===== src/include/amh_pkg.sv =====
/*
 * amh_pkg: register map, field positions, reset values and state codes
 * of the analog multiplexer and hold control block.
 * assumes: 32-bit APB, every register one aligned word.
 */
package amh_pkg;
    // register byte addresses
    localparam logic [7:0] AMH_SEL_OFS    = 8'h00;
    localparam logic [7:0] AMH_CTL_OFS    = 8'h04;
    localparam logic [7:0] AMH_STAT_OFS   = 8'h08;
    localparam logic [7:0] AMH_MASK_OFS   = 8'h0c;
    localparam logic [7:0] AMH_COUNT_OFS  = 8'h10;

    // analog_select_register fields
    localparam int AMH_SEL_CHAN_LSB       = 0;
    localparam int AMH_SEL_CHAN_W         = 4;
    localparam int AMH_SEL_DIVIDED_BIT    = 4;
    localparam int AMH_SEL_DIRECT_BIT     = 5;
    localparam int AMH_SEL_SWAP_BIT       = 7;
    localparam logic [7:0] AMH_SEL_RESET  = 8'h20;

    // control register fields
    localparam int AMH_CTL_OFFSET_BIT     = 0;
    localparam int AMH_CTL_SWSTART_BIT    = 1;
    localparam int AMH_CTL_SRC_LSB        = 2;
    localparam int AMH_CTL_PB4_BIT        = 4;
    localparam logic [7:0] AMH_CTL_RESET  = 8'h00;

    // status and mask fields (same layout)
    localparam int AMH_FLAG_N             = 3;
    localparam int AMH_FLAG_COMP1         = 0;
    localparam int AMH_FLAG_COMP2         = 1;
    localparam int AMH_FLAG_DONE          = 2;
    localparam int AMH_STAT_CMP1_BIT      = 4;
    localparam int AMH_STAT_CMP2_BIT      = 5;
    localparam int AMH_STAT_BUSY_BIT      = 6;
    localparam logic [2:0] AMH_MASK_RESET = 3'h0;

    localparam int AMH_COUNT_W            = 16;

    typedef enum logic [1:0] {
        AMH_SRC_SOFT    = 2'b00,
        AMH_SRC_COMPARE = 2'b01,
        AMH_SRC_OVERFLW = 2'b10,
        AMH_SRC_ANY     = 2'b11
    } amh_src_t;

    typedef enum logic [0:0] {
        AMH_IDLE    = 1'b0,
        AMH_RAMPING = 1'b1
    } amh_state_t;
endpackage


===== src/verilog/amh_flag_bank.sv =====
/*
 * amh_flag_bank: per-bit rising edge detection into sticky flags that
 * software clears by writing one.
 * assumes: event inputs already synchronous to pclk.
 */
`timescale 1ns/10ps
module amh_flag_bank #(
    parameter int N = 3
) (
    input  wire logic         pclk,
    input  wire logic         presetn,
    input  wire logic [N-1:0] level_in,
    input  wire logic [N-1:0] clear_in,
    output logic      [N-1:0] flag_out
);
    logic [N-1:0] prev_reg;

    always_ff @(posedge pclk or negedge presetn) begin
        if (!presetn) begin
            prev_reg <= '0;
        end else begin
            prev_reg <= level_in;
        end
    end

    genvar i;
    generate
        for (i = 0; i < N; i++) begin : g_flag
            // a new edge in the clearing cycle keeps the flag set
            always_ff @(posedge pclk or negedge presetn) begin
                if (!presetn) begin
                    flag_out[i] <= 1'b0;
                end else if (level_in[i] && !prev_reg[i]) begin
                    flag_out[i] <= 1'b1;
                end else if (clear_in[i]) begin
                    flag_out[i] <= 1'b0;
                end
            end
        end
    endgenerate
endmodule // amh_flag_bank


===== src/verilog/amh_mux_hold_ctrl.sv =====
/*
 * amh_mux_hold_ctrl: APB register block steering the comparator 2
 * source switches, sample offset, comparator swap, conversion timing
 * and comparator flags of the analog subsystem.
 * assumes: analog comparator raw outputs and timer pulses arrive
 * synchronous to pclk; mask option is a static strap.
 */
`timescale 1ns/10ps

// Overview of operation
// - both select bits clear: capacitor isolated, drives comparator 2 only
// - divided bit alone: half channel bus feeds capacitor and comparator 2
// - direct bit alone: channel bus undivided feeds capacitor, comparator 2
// - both select bits set: temperature diode feeds capacitor, comparator 2
// - hold case, option and offset enable set: raise capacitor bottom plate
// - reset sets direct bit, clears divided bit
// - reset clears channel bits, bus grounded, capacitor discharged
// - swap bit exchanges comparator inputs and inverts their outputs
// - outputs high only when positive pin exceeds negative pin; flags latch their rising edges
// - reset clears the swap bit
// - swap toggling may itself set a comparator flag
// - conversion starts on timer compare, overflow or software bit
// - conversion end by capture pulse, interrupt, or polled level
// - comparator 1 output can drive port B bit four directly
module amh_mux_hold_ctrl
    import amh_pkg::*;
#(
    parameter int COUNT_W = AMH_COUNT_W
) (
    input  wire logic               pclk,
    input  wire logic               presetn,
    input  wire logic               psel,
    input  wire logic               penable,
    input  wire logic               pwrite,
    input  wire logic [7:0]         paddr,
    input  wire logic [31:0]        pwdata,
    output logic      [31:0]        prdata,
    output logic                    pready,
    output logic                    pslverr,
    input  wire logic               analog_options,
    input  wire logic               cmp1_raw,
    input  wire logic               cmp2_raw,
    input  wire logic               timer_compare,
    input  wire logic               timer_overflow,
    output logic [AMH_SEL_CHAN_W-1:0] channel_select_bits,
    output logic                    cap_isolated,
    output logic                    src_divided,
    output logic                    src_direct,
    output logic                    src_diode,
    output logic                    cap_offset_on,
    output logic                    comparator_swap,
    output logic                    port_b_bit_four,
    output logic                    port_b_bit_four_oe,
    output logic                    timer_capture,
    output logic                    irq
);
    logic [7:0]         select_reg;
    logic [7:0]         control_reg;
    logic [2:0]         mask_reg;
    logic [COUNT_W-1:0] count_reg;
    logic               cmp1_reg;
    logic               cmp2_reg;
    logic               swstart_reg;
    amh_state_t         state_reg;
    logic [2:0]         flags;
    logic [2:0]         flag_clear;
    logic               wr_en;
    logic               acc;
    logic               start_evt;
    logic               end_evt;
    logic               cmp2_prev_reg;
    logic [31:0]        rd_next;
    logic               err_next;
    amh_src_t           src_sel;

    assign acc    = psel && penable && !pready;
    // writes land on the edge where the master sees pready high
    assign wr_en  = psel && penable && pready && pwrite;
    assign src_sel = amh_src_t'(control_reg[AMH_CTL_SRC_LSB +: 2]);

    // analog register: reset follows channel bus on ground
    always_ff @(posedge pclk or negedge presetn) begin
        if (!presetn) begin
            select_reg <= AMH_SEL_RESET;
        end else if (wr_en && paddr == AMH_SEL_OFS) begin
            select_reg <= pwdata[7:0];
        end
    end

    always_ff @(posedge pclk or negedge presetn) begin
        if (!presetn) begin
            control_reg <= AMH_CTL_RESET;
        end else if (wr_en && paddr == AMH_CTL_OFS) begin
            control_reg <= pwdata[7:0] & ~(8'h01 << AMH_CTL_SWSTART_BIT);
        end
    end

    // start bit is a write pulse, never stored
    always_ff @(posedge pclk or negedge presetn) begin
        if (!presetn) begin
            swstart_reg <= 1'b0;
        end else begin
            swstart_reg <= wr_en && paddr == AMH_CTL_OFS
                           && pwdata[AMH_CTL_SWSTART_BIT];
        end
    end

    always_ff @(posedge pclk or negedge presetn) begin
        if (!presetn) begin
            mask_reg <= AMH_MASK_RESET;
        end else if (wr_en && paddr == AMH_MASK_OFS) begin
            mask_reg <= pwdata[2:0];
        end
    end

    assign flag_clear = (wr_en && paddr == AMH_STAT_OFS) ? pwdata[2:0]
                                                         : 3'h0;

    // source switch decode, registered so the switch lines never glitch
    always_ff @(posedge pclk or negedge presetn) begin
        if (!presetn) begin
            cap_isolated  <= 1'b0;
            src_divided   <= 1'b0;
            src_direct    <= 1'b1;
            src_diode     <= 1'b0;
            cap_offset_on <= 1'b0;
            channel_select_bits <= '0;
        end else begin
            unique case ({select_reg[AMH_SEL_DIRECT_BIT],
                          select_reg[AMH_SEL_DIVIDED_BIT]})
                2'b00: begin
                    cap_isolated <= 1'b1;
                    src_divided  <= 1'b0;
                    src_direct   <= 1'b0;
                    src_diode    <= 1'b0;
                end
                2'b01: begin
                    cap_isolated <= 1'b0;
                    src_divided  <= 1'b1;
                    src_direct   <= 1'b0;
                    src_diode    <= 1'b0;
                end
                2'b10: begin
                    cap_isolated <= 1'b0;
                    src_divided  <= 1'b0;
                    src_direct   <= 1'b1;
                    src_diode    <= 1'b0;
                end
                2'b11: begin
                    cap_isolated <= 1'b0;
                    src_divided  <= 1'b0;
                    src_direct   <= 1'b0;
                    src_diode    <= 1'b1;
                end
            endcase
            // offset only while holding, and only if the strap allows it
            cap_offset_on <= !select_reg[AMH_SEL_DIRECT_BIT]
                             && !select_reg[AMH_SEL_DIVIDED_BIT]
                             && analog_options
                             && control_reg[AMH_CTL_OFFSET_BIT];
            channel_select_bits <=
                select_reg[AMH_SEL_CHAN_LSB +: AMH_SEL_CHAN_W];
        end
    end

    // swap drives the analog input exchange; raw outputs are inverted
    // back so the corrected level always means positive pin above
    always_ff @(posedge pclk or negedge presetn) begin
        if (!presetn) begin
            comparator_swap <= 1'b0;
            cmp1_reg        <= 1'b0;
            cmp2_reg        <= 1'b0;
        end else begin
            comparator_swap <= select_reg[AMH_SEL_SWAP_BIT];
            cmp1_reg <= cmp1_raw ^ comparator_swap;
            cmp2_reg <= cmp2_raw ^ comparator_swap;
        end
    end

    // direct comparator 1 output pin
    always_ff @(posedge pclk or negedge presetn) begin
        if (!presetn) begin
            port_b_bit_four    <= 1'b0;
            port_b_bit_four_oe <= 1'b0;
        end else begin
            port_b_bit_four    <= cmp1_reg;
            port_b_bit_four_oe <= control_reg[AMH_CTL_PB4_BIT];
        end
    end

    always_comb begin
        unique case (src_sel)
            AMH_SRC_SOFT:    start_evt = swstart_reg;
            AMH_SRC_COMPARE: start_evt = swstart_reg || timer_compare;
            AMH_SRC_OVERFLW: start_evt = swstart_reg || timer_overflow;
            AMH_SRC_ANY:     start_evt = swstart_reg || timer_compare
                                         || timer_overflow;
        endcase
    end

    assign end_evt = state_reg == AMH_RAMPING && cmp2_reg && !cmp2_prev_reg;

    // ramp timing: count from start until comparator 2 trips
    always_ff @(posedge pclk or negedge presetn) begin
        if (!presetn) begin
            state_reg     <= AMH_IDLE;
            count_reg     <= '0;
            cmp2_prev_reg <= 1'b0;
            timer_capture <= 1'b0;
        end else begin
            cmp2_prev_reg <= cmp2_reg;
            timer_capture <= end_evt;
            unique case (state_reg)
                AMH_IDLE: begin
                    if (start_evt) begin
                        state_reg <= AMH_RAMPING;
                        count_reg <= '0;
                    end
                end
                AMH_RAMPING: begin
                    if (end_evt) begin
                        state_reg <= AMH_IDLE;
                    end else if (count_reg != '1) begin
                        count_reg <= count_reg + 1'b1;
                    end
                end
            endcase
        end
    end

    // swap toggles pass through the same edge path, so spurious flags
    // from the exchange are kept rather than filtered
    amh_flag_bank #(
        .N (AMH_FLAG_N)
    ) u_flags (
        .pclk     (pclk),
        .presetn  (presetn),
        .level_in ({end_evt, cmp2_reg, cmp1_reg}),
        .clear_in (flag_clear),
        .flag_out (flags)
    );

    always_ff @(posedge pclk or negedge presetn) begin
        if (!presetn) begin
            irq <= 1'b0;
        end else begin
            irq <= |(flags & mask_reg);
        end
    end

    always_comb begin
        rd_next  = 32'h0000_0000;
        err_next = 1'b0;
        unique case (paddr)
            AMH_SEL_OFS:   rd_next[7:0] = select_reg;
            AMH_CTL_OFS:   rd_next[7:0] = control_reg;
            AMH_STAT_OFS: begin
                rd_next[2:0] = flags;
                rd_next[AMH_STAT_CMP1_BIT] = cmp1_reg;
                rd_next[AMH_STAT_CMP2_BIT] = cmp2_reg;
                rd_next[AMH_STAT_BUSY_BIT] = state_reg == AMH_RAMPING;
            end
            AMH_MASK_OFS:  rd_next[2:0] = mask_reg;
            AMH_COUNT_OFS: rd_next[COUNT_W-1:0] = count_reg;
            default:       err_next = 1'b1;
        endcase
    end

    // one wait state buys registered read data and response
    always_ff @(posedge pclk or negedge presetn) begin
        if (!presetn) begin
            pready  <= 1'b0;
            prdata  <= 32'h0000_0000;
            pslverr <= 1'b0;
        end else begin
            pready  <= acc;
            pslverr <= acc && err_next;
            if (acc && !pwrite) begin
                prdata <= rd_next;
            end
        end
    end
endmodule // amh_mux_hold_ctrl

===== config.mk =====
export PLATFORM = sky130hd
export DESIGN_NAME = amh_mux_hold_ctrl
export DESIGN_NICKNAME = d
export VERILOG_FILES = /design/src/include/amh_pkg.sv /design/src/verilog/amh_flag_bank.sv /design/src/verilog/amh_mux_hold_ctrl.sv
export SDC_FILE = /design/constraint.sdc
export NUM_CORES = 1
export LEC_CHECK = 0
export ABC_AREA = 0
export BUFFER_PORTS_ARGS = -buffer_cell sky130_fd_sc_hd__buf_4
export CORE_MARGIN = 1.5
export CORE_UTILIZATION = 50
export CTS_CLUSTER_DIAMETER = 30
export DETAILED_ROUTE_END_ITERATION = 6
export HOLD_SLACK_MARGIN = 0.12
export PLACE_DENSITY = 0.87
export SLEW_MARGIN = 10
export SYNTH_ARGS = -nofsm -noshare
export SYNTH_HDL_FRONTEND = slang
export SYNTH_HIERARCHICAL = 1
export SYNTH_SLANG_ARGS = --single-unit
export TNS_END_PERCENT = 100

===== constraint.sdc =====
create_clock -name pclk -period 2.3 [get_ports pclk]
set_clock_uncertainty 0.15 [all_clocks]
set_input_delay 0.46 -clock pclk [delete_from_list [all_inputs] [get_ports pclk]]
set_output_delay 0.46 -clock pclk [all_outputs]
set_load 0.05 [all_outputs]

==> results.md <==
- Core area: 0.00672 sq mm
- Die W: approximately 86 um
- Clk sinks: 77
- Post-Syn Area: 0.00344 sq mm
- Post-Syn Instances: roughly 310
- R2R depth: 6
- Final Hold Viols: 0
- Post-DR vias/cell: 5.64
- Port buffer count: 57
- Outcome: complete, no violations
- CTS tree: built
- Critical path type: input pin to flip-flop
- Crit share post-route: between 90% and 100%
- Hold path start: analog_options
- Fin crit period: 2.20 ns
- GRT busiest layer: met2
- CTS Buf Count: 9
- Leakage: 2.17 nW
- # IOs: 98
- Met2 global-route usage: 36.0%
- # rows: 30
- Largest net degree at the start of global routing: 40
- Async SR Flop Fraction: between 90% and 100%
- Reg clk slew, reported paths: 0.08 ns
- Synth Flop Type: dfrtp_1
- Most common cell after layout, fill and taps aside: dfrtp_1
- HP Class: input pin to flip-flop
- Final WL: 7570 um
- Clock power share: 40.7%
- Internal power: 2.28 mW
- Number of synthesized flops with an enable pin: 0
- #FFs+latches synth: just under 80
- DP Wirelength: 5360 um
- Die Ht: 85.9 um
- DR iter-0 viols: about 230
- Sequential share of the synthesized area: approximately 56%
- Postcts setup bufs: 0
- Crit Path Max Fanout: 7
- Initial cell density of the core: 51.2%
- Antenna violations before repair: 0
- WP data arrival: 2.28 ns
- Total Power: approximately 3 mW
- Clock root buffer: clkbuf_8
- DR DRC count: 0
- CP Capture Type: flip-flop
- Commonest cells after routing, fill and taps aside: dfrtp_1, buf_4, nand2_1
- Max Fclk: approximately 0.45 GHz
- Die footprint: 0.00738 sq mm
- Layout Nets: 428
- Routability cong.: 0.859
- Post-DRT Antenna Nets: 0
- Power Dens Cells: 723 mW/mm^2
- Avg Inst Size Synth: 11.2 sq um
- Worst r2r src: count_reg[0]$_DFFE_PN0P_
- Final setup fails: 0
- Worst R2R End: count_reg[8]$_DFFE_PN0P_
- Area growth syn-to-layout: 23.0%
- Setup crit start kind: input pin
- R2R Setup Slk: between 0.2 and 0.25 ns
- Seq pwr share: slightly below 50%
- Hold path depth: 2
- H-Tree Depth: 3
- Comb power frac: about a tenth
- Total grt overflow: 0
- Yosys warning total: 6
- Routed len/inst: 16.4 um
- Wire length of the first global-routing pass: roughly 12000 um
- RSZ-0062 raised after global routing: no
- Global-route usage over all layers: 21.4%
- Critical Path RT: 2.38 ns
- Clk buf depth: 2
- Post-synthesis cell type count: 45
- First-pass detailed-route iteration total: 4
- Share of layout cells above drive strength 1: 29.1%
- Sw Ratio: 25.4%
- Worst vdd ir: between 300 and 400 uV
- Met3 GRT Util: about 3.5%
- Vias in the first global route: 2499
- GRT met1 Usage: between 20% and 30%
- Slew Limit Fails: 0
- Hold EP: cap_offset_on$_DFF_PN0_
- # diodes: 0
- Max-Cap Viols: 0
- DR vias: 2604
- Switching power: roughly 0.78 mW
- WHS: approximately 0.19 ns
- Clock latency on the worst-skew pair: 0.35 ns
==> worst max-delay path, cell delays in order <==
cell and delay (ns):
buf_4 0.11, or4_1 0.55, or2_1 0.28, nor3_4 0.28, nand3b_2 0.26, mux2_2 0.35
==> what timing repair did <==
action,CTS,global route
resized for setup,0,0
hold endpoints to repair,39,0
endpoints found under the setup margin,0,0
hold buffers,3,0
==> cell families after synthesis <==
family	after synthesis	synth area share, %
simple gates	100	15.0
mux	30	9.50
buf+inv	35	5.57
flops	77	56.1
xor+xnor	2	0.510
compound gates	61	12.8
other cells	1	0.109
fa+ha+maj	1	0.364
==> synth_stat cells, types with 3 or more instances <==
master / count / share of area, %
dfrtp_1: 75 / 55
mux2_2: 21 / 6.9
and2_1: 6 / 1.1
a211o_1: 5 / 1.3
nand2b_1: 4 / 0.73
buf_4: 16 / 3.5
and3_1: 8 / 1.5
nor2b_1: 4 / 0.73
inv_1: 10 / 1.1
a22o_1: 8 / 2.0
a22oi_1: 8 / 1.7
nor3_1: 7 / 1.0
o22ai_2: 3 / 1.1
nand2_1: 28 / 3.1
a31oi_1: 5 / 0.91
a21oi_1: 11 / 1.6
nand3_1: 10 / 1.5
nor2_1: 19 / 2.1
o21ai_0: 11 / 1.6
clkbuf_1: 8 / 0.87
mux2i_1: 9 / 2.6
==> metal layers <==
layer / up-vias / part of all wire (%)
li1: 1208 / -
met2: 88 / 51
met3: 14 / 5.0
met1: 1294 / 42
met4: 0 / 2.1
met5: - / 0
==> final cells by class <==
type,instances,area [sq um]
multi-input combinational,210,1370
timing repair buffer,69,538
clock buffer,11,141
inverter,10,37.5
clock inverter,5,108
tap,80,100
sequential,77,1930
fill,502,2490
==> worst max path at each step <==
stage | startpoint | endpoint | slack [ns] | cells past startpoint
floorplan | paddr[5] | control_reg[0]$_DFFE_PN0P_ | 0.07 | 5
global placement | paddr[5] | control_reg[5]$_DFFE_PN0P_ | -0.17 | 6
detailed placement | paddr[5] | control_reg[3]$_DFFE_PN0P_ | -0.24 | 6
CTS | paddr[5] | control_reg[3]$_DFFE_PN0P_ | 0.11 | 6
global route | paddr[5] | control_reg[3]$_DFFE_PN0P_ | 0.04 | 6
finish | paddr[5] | control_reg[3]$_DFFE_PN0P_ | 0.10 | 6
==> through the flow <==
step	util [%]	setup WS [ns]	cells	TNS, ns	instance area (sq um)
2_1_floorplan	-	0.0745	322	0	3490
3_5_place_dp	58.8	-0.242	443	-3.81	3950
6_report	62.9	0.102	462	0	4230
3_3_place_gp	58.8	-0.166	443	-2.53	3950
5_1_grt	62.9	0.0441	462	0	4230
4_1_cts	62.9	0.113	462	0	4230
==> power groups by stage <==
stage / clock network (mW) / registers (mW) / logic, mW
final: 1.24 / 1.50 / 0.316
after global routing: 1.31 / 1.51 / 0.352
after CTS: 1.26 / 1.50 / 0.316
after detailed placement: 0 / 1.52 / 0.309
after global placement: 0 / 1.51 / 0.300
after floorplan: 0 / 1.51 / 0.207
No activity file was read; power rests on OpenSTA's default activity.
